[config.mk]
export PLATFORM = sky130hd
export DESIGN_NAME = nqm_host_queue_manager
export DESIGN_NICKNAME = d
export VERILOG_FILES = /design/src/verilog/nqm_pkg.sv /design/src/verilog/nqm_first_set.sv /design/src/verilog/nqm_host_queue_manager.sv
export VERILOG_INCLUDE_DIRS = /design/src /design/src/verilog
export SDC_FILE = /design/constraint.sdc
export NUM_CORES = 2
export LEC_CHECK = 0
export BUFFER_PORTS_ARGS = -buffer_cell sky130_fd_sc_hd__buf_4
export CAP_MARGIN = 40
export CORE_MARGIN = 2
export CORE_UTILIZATION = 62
export DETAILED_ROUTE_END_ITERATION = 6
export PLACE_DENSITY_LB_ADDON = 0.08
export SETUP_SLACK_MARGIN = 0.15
export SYNTH_ARGS = -nofsm -noshare
export SYNTH_HDL_FRONTEND = slang
export SYNTH_HIERARCHICAL = 1
export SYNTH_SLANG_ARGS = --single-unit
[constraint.sdc]
create_clock -name aclk -period 4.47 [get_ports aclk]
set_input_delay 0 -clock aclk [delete_from_list [all_inputs] [get_ports aclk]]
set_output_delay 0 -clock aclk [all_outputs]
set_load 0.01 [all_outputs]
[src/verilog/nqm_params.svh]
/*
 Register offsets, field positions and reset values of the queued-command
 manager. Assumes inclusion by bare name from the design files.
*/
// Contract
// - Idle plus device interrupt moves to interrupt handling.
// - Queuing enabled and nothing to do: stay idle.
// - New queued command from software is appended to queue, then idle.
// - Tag preset gives a free tag, sets its map bit, then idle.
// - Issue sends the command FIS with tag when allowed, marks issued.
// - Blocked issue is deferred; command stays unissued; back to idle.
// - Interrupt state reads device status, clearing pending, and latches it.
// - Compare map with stored copy: completions retire, else error test.
// - Retire commands whose tag bits newly cleared; update stored copy.
// - Error flag clear keeps queue; set enters queue reset.
// - Queue reset asks for error log; PIO or DMA acceptance; else retry.
// - PIO wait polls until transfer request set and busy clear.
// - PIO retrieval waits for data FIS completion, then error flush.
// - Flush fails tagged commands, frees all tags, fails or keeps pending.
// - Idle with untagged command and free tag moves to tag preset.
// - Idle with tagged command, busy clear, no DMA phase: issue.
`ifndef NQM_PARAMS_SVH
`define NQM_PARAMS_SVH

`define NQM_OFF_CTRL    8'h00
`define NQM_OFF_CMD     8'h04
`define NQM_OFF_STATUS  8'h08
`define NQM_OFF_ACTIVE  8'h0c
`define NQM_OFF_ISSUED  8'h10
`define NQM_OFF_LSTAT   8'h14

`define NQM_CTRL_EN     0
`define NQM_CTRL_DMA    1
`define NQM_CTRL_REIS   2
`define NQM_CTRL_RST    3'h1

`define NQM_STS_CMD     14
`define NQM_STS_SLOT    16

`define NQM_ST_BSY      7
`define NQM_ST_DRQ      3
`define NQM_ST_ERR      0

`define NQM_OP_MAX      3'h4
`define NQM_LOG_MAX_DW  12'h800

`define NQM_RESP_OK     2'b00
`define NQM_RESP_ERR    2'b10

`endif

[src/verilog/nqm_pkg.sv]
/*
 Types of the queued-command manager: state codes and command opcodes.
 Assumes nothing of its surroundings.
*/
package nqm_pkg;

    typedef enum logic [13:0] {
        nqm_st_idle  = 14'h0001,
        nqm_st_add   = 14'h0002,
        nqm_st_pre   = 14'h0004,
        nqm_st_iss   = 14'h0008,
        nqm_st_int   = 14'h0010,
        nqm_st_cmp1  = 14'h0020,
        nqm_st_cmp2  = 14'h0040,
        nqm_st_cmp3  = 14'h0080,
        nqm_st_rstq  = 14'h0100,
        nqm_st_pwait = 14'h0200,
        nqm_st_precv = 14'h0400,
        nqm_st_drecv = 14'h0800,
        nqm_st_dstat = 14'h1000,
        nqm_st_flush = 14'h2000
    } nqm_state_t;

    typedef enum logic [2:0] {
        nqm_op_read    = 3'h0,
        nqm_op_write   = 3'h1,
        nqm_op_nondata = 3'h2,
        nqm_op_receive = 3'h3,
        nqm_op_send    = 3'h4
    } nqm_op_t;

endpackage

[src/verilog/nqm_first_set.sv]
/*
 Lowest set bit finder used for slot and tag allocation.
 Assumes a vector of at least two bits.
*/
module nqm_first_set #(
    parameter int N = 32,
    parameter int W = 5
) (
    input  wire logic [N-1:0] vec,
    output logic              found,
    output logic [W-1:0]      idx
);

    always_comb begin
        found = |vec;
        idx   = '0;
        for (int i = N - 1; i >= 0; i--) begin
            if (vec[i]) begin
                idx = W'(i);
            end
        end
    end

endmodule

[src/verilog/nqm_host_queue_manager.sv]
/*
 Host command-layer manager for native queued commands: queue, tag map,
 command issue, completion retirement and error-log recovery, with an
 AXI4-Lite register slave. Assumes transport-side signals on aclk.
*/
// The register addresses and register access over AXI4-Lite were left to the implementer.
`include "nqm_params.svh"

module nqm_host_queue_manager #(
    parameter int QD = 32
) (
    input  wire logic               aclk,
    input  wire logic               aresetn,
    input  wire logic [7:0]         awaddr,
    input  wire logic               awvalid,
    output logic                    awready,
    input  wire logic [31:0]        wdata,
    input  wire logic [3:0]         wstrb,
    input  wire logic               wvalid,
    output logic                    wready,
    output logic [1:0]              bresp,
    output logic                    bvalid,
    input  wire logic               bready,
    input  wire logic [7:0]         araddr,
    input  wire logic               arvalid,
    output logic                    arready,
    output logic [31:0]             rdata,
    output logic [1:0]              rresp,
    output logic                    rvalid,
    input  wire logic               rready,
    input  wire logic               dev_intr,
    input  wire logic [7:0]         dev_status,
    output logic                    status_rd,
    input  wire logic               sdb_valid,
    input  wire logic [31:0]        sdb_clear,
    input  wire logic               iface_permit,
    input  wire logic               first_party_dma,
    output logic                    h2d_valid,
    output nqm_pkg::nqm_op_t        h2d_op,
    output logic [4:0]              h2d_tag,
    output logic                    log_req,
    output logic                    log_dma,
    input  wire logic               log_ack_pio,
    input  wire logic               log_ack_dma,
    input  wire logic               pio_fis_done,
    input  wire logic               dma_fis_done,
    input  wire logic               d2h_fis_done,
    output logic                    retire_valid,
    output logic [31:0]             retire_mask,
    output logic                    retire_err
);

    localparam int TW = $clog2(QD);

    // ------------------------------------------------------------
    // State and storage
    // ------------------------------------------------------------
    nqm_pkg::nqm_state_t state;
    nqm_pkg::nqm_state_t next_state;
    logic [2:0]          ctrl;
    logic                cmd_req;
    nqm_pkg::nqm_op_t    cmd_op;
    logic [QD-1:0]       slot_used;
    logic [QD-1:0]       slot_tagged;
    logic [QD-1:0]       slot_issued;
    nqm_pkg::nqm_op_t    slot_op [QD];
    logic [4:0]          slot_tag [QD];
    logic [31:0]         active_tag_map;
    logic [31:0]         saved_map;
    logic [7:0]          latched_status;
    logic [TW-1:0]       last_slot;
    logic [QD-1:0]       slot_done;
    logic                free_slot_ok;
    logic [TW-1:0]       free_slot;
    logic                untag_ok;
    logic [TW-1:0]       untag_slot;
    logic                unis_ok;
    logic [TW-1:0]       unis_slot;
    logic                free_tag_ok;
    logic [4:0]          free_tag;

    wire in_idle  = state == nqm_pkg::nqm_st_idle;
    wire in_add   = state == nqm_pkg::nqm_st_add;
    wire in_pre   = state == nqm_pkg::nqm_st_pre;
    wire in_iss   = state == nqm_pkg::nqm_st_iss;
    wire in_int   = state == nqm_pkg::nqm_st_int;
    wire in_cmp1  = state == nqm_pkg::nqm_st_cmp1;
    wire in_cmp2  = state == nqm_pkg::nqm_st_cmp2;
    wire in_cmp3  = state == nqm_pkg::nqm_st_cmp3;
    wire in_rstq  = state == nqm_pkg::nqm_st_rstq;
    wire in_pwait = state == nqm_pkg::nqm_st_pwait;
    wire in_precv = state == nqm_pkg::nqm_st_precv;
    wire in_flush = state == nqm_pkg::nqm_st_flush;

    // ------------------------------------------------------------
    // Allocation and completion decode
    // ------------------------------------------------------------
    nqm_first_set #(.N(QD), .W(TW)) u_free_slot (
        .vec   (~slot_used),
        .found (free_slot_ok),
        .idx   (free_slot)
    );
    nqm_first_set #(.N(QD), .W(TW)) u_untag (
        .vec   (slot_used & ~slot_tagged),
        .found (untag_ok),
        .idx   (untag_slot)
    );
    nqm_first_set #(.N(QD), .W(TW)) u_unissued (
        .vec   (slot_tagged & ~slot_issued),
        .found (unis_ok),
        .idx   (unis_slot)
    );
    // Tags stay reserved until retired, not just until the device clears them
    nqm_first_set #(.N(32), .W(5)) u_free_tag (
        .vec   (~(active_tag_map | saved_map)),
        .found (free_tag_ok),
        .idx   (free_tag)
    );

    wire        q_en      = ctrl[`NQM_CTRL_EN];
    wire [31:0] done_map  = saved_map & ~active_tag_map;
    wire        go_add    = q_en & cmd_req & free_slot_ok;
    wire        go_pre    = q_en & untag_ok & free_tag_ok;
    wire        go_iss    = q_en & unis_ok & ~dev_status[`NQM_ST_BSY] & ~first_party_dma;
    wire        iss_go    = in_iss & iface_permit;
    wire [4:0]  iss_tag   = slot_tag[unis_slot];
    wire        pio_ready = dev_status[`NQM_ST_DRQ] & ~dev_status[`NQM_ST_BSY];
    wire [31:0] pre_bit   = in_pre ? (32'h1 << free_tag) : 32'h0;
    wire [QD-1:0] one_hot = {{(QD - 1){1'b0}}, 1'b1};
    wire [QD-1:0] add_oh  = in_add ? (one_hot << free_slot) : '0;
    wire [QD-1:0] pre_oh  = in_pre ? (one_hot << untag_slot) : '0;
    wire [QD-1:0] iss_oh  = iss_go ? (one_hot << unis_slot) : '0;
    wire [QD-1:0] fl_mask = slot_tagged | (ctrl[`NQM_CTRL_REIS] ? '0 : slot_used);
    wire [QD-1:0] kill    = in_cmp2 ? slot_done : (in_flush ? fl_mask : '0);
    wire [31:0]   sdb_clr = sdb_valid ? sdb_clear : 32'h0;

    genvar g;
    generate
        for (g = 0; g < QD; g++) begin : g_done
            assign slot_done[g] = slot_tagged[g] & done_map[slot_tag[g]];
        end
    endgenerate

    assign status_rd = in_int;
    assign log_req   = in_rstq;

    // ------------------------------------------------------------
    // Command-layer state machine
    // ------------------------------------------------------------
    always_comb begin
        next_state = state;
        unique case (state)
            nqm_pkg::nqm_st_idle: begin
                if (dev_intr) begin
                    next_state = nqm_pkg::nqm_st_int;
                end else if (go_add) begin
                    next_state = nqm_pkg::nqm_st_add;
                end else if (go_pre) begin
                    next_state = nqm_pkg::nqm_st_pre;
                end else if (go_iss) begin
                    next_state = nqm_pkg::nqm_st_iss;
                end else begin
                    next_state = nqm_pkg::nqm_st_idle;
                end
            end
            nqm_pkg::nqm_st_add:  next_state = nqm_pkg::nqm_st_idle;
            nqm_pkg::nqm_st_pre:  next_state = nqm_pkg::nqm_st_idle;
            nqm_pkg::nqm_st_iss:  next_state = nqm_pkg::nqm_st_idle;
            nqm_pkg::nqm_st_int:  next_state = nqm_pkg::nqm_st_cmp1;
            nqm_pkg::nqm_st_cmp1: begin
                next_state = (|done_map) ? nqm_pkg::nqm_st_cmp2 : nqm_pkg::nqm_st_cmp3;
            end
            nqm_pkg::nqm_st_cmp2: next_state = nqm_pkg::nqm_st_cmp3;
            nqm_pkg::nqm_st_cmp3: begin
                next_state = latched_status[`NQM_ST_ERR] ? nqm_pkg::nqm_st_rstq
                                                         : nqm_pkg::nqm_st_idle;
            end
            nqm_pkg::nqm_st_rstq: begin
                if (log_ack_pio) begin
                    next_state = nqm_pkg::nqm_st_pwait;
                end else if (log_ack_dma) begin
                    next_state = nqm_pkg::nqm_st_drecv;
                end
            end
            nqm_pkg::nqm_st_pwait: begin
                if (pio_ready) begin
                    next_state = nqm_pkg::nqm_st_precv;
                end
            end
            nqm_pkg::nqm_st_precv: begin
                if (pio_fis_done) begin
                    next_state = nqm_pkg::nqm_st_flush;
                end
            end
            nqm_pkg::nqm_st_drecv: begin
                if (dma_fis_done) begin
                    next_state = nqm_pkg::nqm_st_dstat;
                end
            end
            nqm_pkg::nqm_st_dstat: begin
                if (d2h_fis_done) begin
                    next_state = nqm_pkg::nqm_st_flush;
                end
            end
            nqm_pkg::nqm_st_flush: next_state = nqm_pkg::nqm_st_idle;
        endcase
    end

    always_ff @(posedge aclk) begin
        if (!aresetn) begin
            state <= nqm_pkg::nqm_st_idle;
        end else begin
            state <= next_state;
        end
    end

    // ------------------------------------------------------------
    // Queue slots and tag maps
    // ------------------------------------------------------------
    always_ff @(posedge aclk) begin
        if (!aresetn) begin
            slot_used   <= '0;
            slot_tagged <= '0;
            slot_issued <= '0;
        end else begin
            slot_used   <= (slot_used | add_oh) & ~kill;
            slot_tagged <= (slot_tagged | pre_oh) & ~kill;
            slot_issued <= (slot_issued | iss_oh) & ~kill;
        end
    end

    always_ff @(posedge aclk) begin
        if (in_add) begin
            slot_op[free_slot] <= cmd_op;
        end
        if (in_pre) begin
            slot_tag[untag_slot] <= free_tag;
        end
    end

    // Device clears and a preset in the same cycle: the preset wins
    always_ff @(posedge aclk) begin
        if (!aresetn) begin
            active_tag_map <= 32'h0;
            saved_map      <= 32'h0;
        end else if (in_flush) begin
            active_tag_map <= 32'h0;
            saved_map      <= 32'h0;
        end else begin
            active_tag_map <= (active_tag_map & ~sdb_clr) | pre_bit;
            saved_map      <= in_cmp2 ? active_tag_map : (saved_map | pre_bit);
        end
    end

    always_ff @(posedge aclk) begin
        if (!aresetn) begin
            latched_status <= 8'h00;
            h2d_valid      <= 1'b0;
            h2d_op         <= nqm_pkg::nqm_op_read;
            h2d_tag        <= 5'h00;
            last_slot      <= '0;
        end else begin
            h2d_valid <= iss_go;
            if (in_int) begin
                latched_status <= dev_status;
            end
            if (iss_go) begin
                h2d_op  <= slot_op[unis_slot];
                h2d_tag <= iss_tag;
            end
            if (in_add) begin
                last_slot <= free_slot;
            end
        end
    end

    always_ff @(posedge aclk) begin
        if (!aresetn) begin
            retire_valid <= 1'b0;
            retire_mask  <= 32'h0;
            retire_err   <= 1'b0;
        end else begin
            retire_valid <= |kill;
            retire_mask  <= 32'(kill);
            retire_err   <= in_flush;
        end
    end

    // ------------------------------------------------------------
    // AXI4-Lite slave
    // ------------------------------------------------------------
    logic        aw_held;
    logic        w_held;
    logic [7:0]  aw_addr;
    logic [31:0] w_data;
    logic        w_strb0;

    wire do_wr   = aw_held & w_held & ~bvalid;
    wire wr_ctrl = aw_addr == `NQM_OFF_CTRL;
    wire cmd_ok  = (aw_addr == `NQM_OFF_CMD) & ~cmd_req & w_strb0
                   & (w_data[2:0] <= `NQM_OP_MAX);
    wire wr_ok   = wr_ctrl | cmd_ok;

    assign awready = ~aw_held;
    assign wready  = ~w_held;
    assign arready = ~rvalid;

    always_ff @(posedge aclk) begin
        if (!aresetn) begin
            aw_held <= 1'b0;
            w_held  <= 1'b0;
            aw_addr <= 8'h00;
            w_data  <= 32'h0;
            w_strb0 <= 1'b0;
        end else begin
            if (awvalid & ~aw_held) begin
                aw_held <= 1'b1;
                aw_addr <= awaddr;
            end else if (do_wr) begin
                aw_held <= 1'b0;
            end
            if (wvalid & ~w_held) begin
                w_held  <= 1'b1;
                w_data  <= wdata;
                w_strb0 <= wstrb[0];
            end else if (do_wr) begin
                w_held <= 1'b0;
            end
        end
    end

    always_ff @(posedge aclk) begin
        if (!aresetn) begin
            bvalid  <= 1'b0;
            bresp   <= `NQM_RESP_OK;
            ctrl    <= `NQM_CTRL_RST;
            cmd_req <= 1'b0;
            cmd_op  <= nqm_pkg::nqm_op_read;
            log_dma <= 1'b0;
        end else begin
            log_dma <= ctrl[`NQM_CTRL_DMA];
            if (do_wr) begin
                bvalid <= 1'b1;
                bresp  <= wr_ok ? `NQM_RESP_OK : `NQM_RESP_ERR;
            end else if (bready) begin
                bvalid <= 1'b0;
            end
            if (do_wr & wr_ctrl & w_strb0) begin
                ctrl <= w_data[2:0];
            end
            if (do_wr & cmd_ok) begin
                cmd_req <= 1'b1;
                cmd_op  <= nqm_pkg::nqm_op_t'(w_data[2:0]);
            end else if (in_add) begin
                cmd_req <= 1'b0;
            end
        end
    end

    wire [31:0] status_word = {11'h0, 5'(last_slot), 1'b0, cmd_req, 14'(state)};
    wire        rd_hit = (araddr == `NQM_OFF_CTRL) | (araddr == `NQM_OFF_CMD)
                       | (araddr == `NQM_OFF_STATUS) | (araddr == `NQM_OFF_ACTIVE)
                       | (araddr == `NQM_OFF_ISSUED) | (araddr == `NQM_OFF_LSTAT);
    wire [31:0] rd_word =
        (araddr == `NQM_OFF_CTRL)   ? {29'h0, ctrl} :
        (araddr == `NQM_OFF_CMD)    ? {29'h0, cmd_op} :
        (araddr == `NQM_OFF_STATUS) ? status_word :
        (araddr == `NQM_OFF_ACTIVE) ? active_tag_map :
        (araddr == `NQM_OFF_ISSUED) ? 32'(slot_issued) :
        (araddr == `NQM_OFF_LSTAT)  ? {24'h0, latched_status} : 32'h0;

    always_ff @(posedge aclk) begin
        if (!aresetn) begin
            rvalid <= 1'b0;
            rdata  <= 32'h0;
            rresp  <= `NQM_RESP_OK;
        end else if (arvalid & ~rvalid) begin
            rvalid <= 1'b1;
            rdata  <= rd_word;
            rresp  <= rd_hit ? `NQM_RESP_OK : `NQM_RESP_ERR;
        end else if (rready) begin
            rvalid <= 1'b0;
        end
    end
endmodule

==> impl_metrics.toml <==
[die]
ios = 195
core_area_sq_um = 52600
initial_core_util_pct = 62.7
fp-row-count = 84
die_h_um = 235
die-width_um = 235
dieArea_sq_um = 55000

[synth]
ys_warn_count = 6
ys.flop_type = "dfxtp_1"
syn_avg_cell_area_sq_um = 10.2
synth-xor-area-share_pct = 0.0797
synth_compound_area_share_pct = 13.8
synthesis.area_sq_um = 33000
synth_mux_area_share_pct = 22.2
synthSimpleGateAreaFrac_pct = 18.6
synth_cell_types = 88
ys_seq_area_share_pct = 40.8
synth-edff-count = 256
synth_fa_ha_area_share_pct = 0
synth_top_family_by_area = "multiplexers"
synthArstFlopShare_pct = 0
synthCells = 3240
synth.ff_latch_count = 544

[drt]
dr.first_iter.drc_count = 6589
route.detailed.drc = 141
final_antenna_net_count = 0
avgViaCountPerCell = 7.75
postRouteWirelength_um = 148000
num_vias = 32900
firstDrtPassIters = 7
wl_per_cell_um = 34.8

[clock_network]
cts_tree = "yes"
cts_root_buffer = "clkbuf_16"
clock-sinks = 544
cts_hold_buf = 106
clock_path_buffers = 3
path_clk_slew_ps = 70
cts_setup_buffers = 0
clk_latency_ps = 660
postCtsResizedCells = 0
cts_buffers = 58
htreeDepth = 2

[setup_path]
end_kind = "flip-flop"
worstSetupPathType = "reg -> reg"
cp.arrival_ps = 4440
startpoint_type = "flip-flop"
cp_max_fo = 6
required_ps = 4760

[global_routing]
grt_util_all_layers_pct = 52.4
grt_pass1_wl_um = 210000
gr-usage-met3_pct = 25.9
top_usage_layer = "met2"
met2_usage_pct = 69.9
grt_overflow = 0
antenna_found_initial = 8
grt_util_met1_pct = 66.0
grt_max_degree = 83
grt_pass1_vias = 30900

[min_path]
hold_path.class = "in -> reg"

[sta]
worst_pin_slew_ps = 1120
hold_viol = 0
fmax_ghz = 0.241
fin_ws_ps = 314
period_share_pct = 93.0
slew_viol_final = 0
skew_ps = 19.4
setup_viol = 0
slew_headroom_pct = 25.0
rsz0062_at_grt = "false"
period_minus_slack_ps = 4160
tns_ps = 0

[power_and_ir_drop]
leakagePower_nw = 13.8
ir_drop_mv = 0.496
power_density_nw_per_um2 = 277

[finish]
fin_area_sq_um = 38900
drive_gt1_share_pct = 22.5
area_delta_synth_final_pct = 17.9
layout.cells.non_filler = 4245
finalNetCount = 3602
n_fill_cell = 3585

[placement]
place_congestion = 1.16
dpl.hpwl_um = 102000
place_area_sq_um = 35700
place_ws_ps = 551
portBuffers = 160
dp.cells = 4011

[status]
status = "finished with violations"
violations = "design-rule violations"

[flow_run]
max_cap_violations = 0
-- registers in the layout (all words and copies together) (netlist names), 3 cells and up --
register and count:
slot_op 96, h2d_tag 5, last_slot 5, cmd_op 3, w_data 3, retire_mask 32, slot_tagged 32, slot_used 32
active_tag_map 32, h2d_op 3, state 14, aw_addr 8, saved_map 32, slot_issued 32, rdata 32, ctrl 3
slot_tag 160, latched_status 8
-- kinds of logic (layout without fill, tap and decap cells) --
| logic type | after synthesis | count (layout) |
|---|---|---|
| buffers and inverters | 394 | 697 |
| xor gates and xnor gates | 3 | 3 |
| DFF | 544 | 544 |
| other | 1 | 15 |
| AOI/OAI and AO/OA | 647 | 647 |
| and+or+nand+nor | 1269 | 1269 |
| muxes | 382 | 382 |
-- cells in the mapped netlist (9+ instances only) --
| cell | instances | area, sq um |
|---|---|---|
| a2111oi_0 | 28 | 245 |
| a211oi_1 | 64 | 480 |
| a21oi_1 | 122 | 611 |
| a221oi_1 | 12 | 105 |
| a22oi_1 | 57 | 428 |
| a31oi_1 | 14 | 87.6 |
| a41oi_1 | 9 | 78.8 |
| and2_1 | 28 | 175 |
| buf_1 | 40 | 150 |
| clkbuf_1 | 227 | 852 |
| dfxtp_1 | 288 | 5770 |
| edfxtp_1 | 256 | 7690 |
| inv_1 | 116 | 435 |
| mux2i_1 | 100 | 1000 |
| mux4_2 | 279 | 6280 |
| nand2_1 | 203 | 762 |
| nand2b_1 | 61 | 382 |
| nand3_1 | 38 | 190 |
| nand3b_1 | 27 | 203 |
| nand4_1 | 22 | 138 |
| nor2_1 | 545 | 2050 |
| nor2b_1 | 87 | 544 |
| nor3_1 | 99 | 495 |
| nor3_2 | 9 | 90.1 |
| nor3b_1 | 22 | 165 |
| nor4_1 | 49 | 307 |
| o2111ai_1 | 34 | 298 |
| o211ai_1 | 34 | 255 |
| o21a_1 | 35 | 263 |
| o21ai_0 | 74 | 370 |
| o21ai_1 | 13 | 65.1 |
| o22ai_1 | 37 | 231 |
| o31ai_1 | 21 | 158 |
| or4_1 | 15 | 113 |
-- per-layer routing --
| layer | wire (um) | vias to the layer above |
|---|---|---|
| met2 | 57400 | 3673 |
| met3 | 27900 | 934 |
| met1 | 48100 | 15400 |
| li1 | - | 12800 |
| met5 | 101 | - |
| met4 | 14200 | 10 |
-- layout make-up --
cell class                      instances  area [sq um]  area share, %
Antenna cell                           13          32.5         0.0836
Clock buffer                           83          1700           4.37
Clock inverter                         27           344          0.885
Inverter                              117           440           1.13
Multi-Input combinational cell       2303         18100           46.6
Sequential cell                       544         13500           34.6
Tap cell                              688           861           2.21
Timing Repair Buffer                  470          3920           10.1
-- cells in the final DEF (no fill, tap or decap), drive strengths merged, types with 100 or more instances in the layout --
master	instances
nor3	108
mux2i	100
edfxtp	256
a21oi	122
dlygate4sd3	106
inv	120
nor2	545
buf	364
nand2	203
dfxtp	288
mux4	279
-- per-stage QoR --
| stage | total power [W] | hold WS [ps] | util (%) |
|---|---|---|---|
| after floorplan | 0.00545 | 79.3 | - |
| after global placement | 0.00557 | 176 | 67.8 |
| after detailed placement | 0.00558 | 180 | 67.9 |
| after CTS | 0.0107 | 39.0 | 73.8 |
| after global routing | 0.0109 | 93.8 | 73.9 |
| final | 0.0108 | 58.0 | 74.0 |
-- report_power, final --
group          internal [W]  leakage, nW  switching [W]
combinational      0.000165         8.27       0.000189
clock               0.00301         1.01        0.00219
sequential          0.00519         4.54      0.0000209
-- critical path, stage by stage (launching register included) --
cell and delay (ps):
dfxtp_1 740, nor2_1 200, nor4_1 550, nand2_1 140, nor3b_1 800, and2_1 510, nand3b_1 230, nor2_1 620
-- final timing paths --
kind	end	depth (start not counted)	start	slack, ps
setup / recovery	slot_tag[26][3]$_DFFE_PP_	7	slot_tagged[1]$_SDFF_PN0_	310
hold / removal	h2d_tag[1]$_SDFFE_PN0P_	6	iface_permit	60
setup reg to reg	slot_tag[26][3]$_DFFE_PP_	7	slot_tagged[1]$_SDFF_PN0_	310
hold reg to reg	slot_used[20]$_SDFF_PN0_	2	slot_used[20]$_SDFF_PN0_	480
No activity file was read; power rests on OpenSTA's default activity.
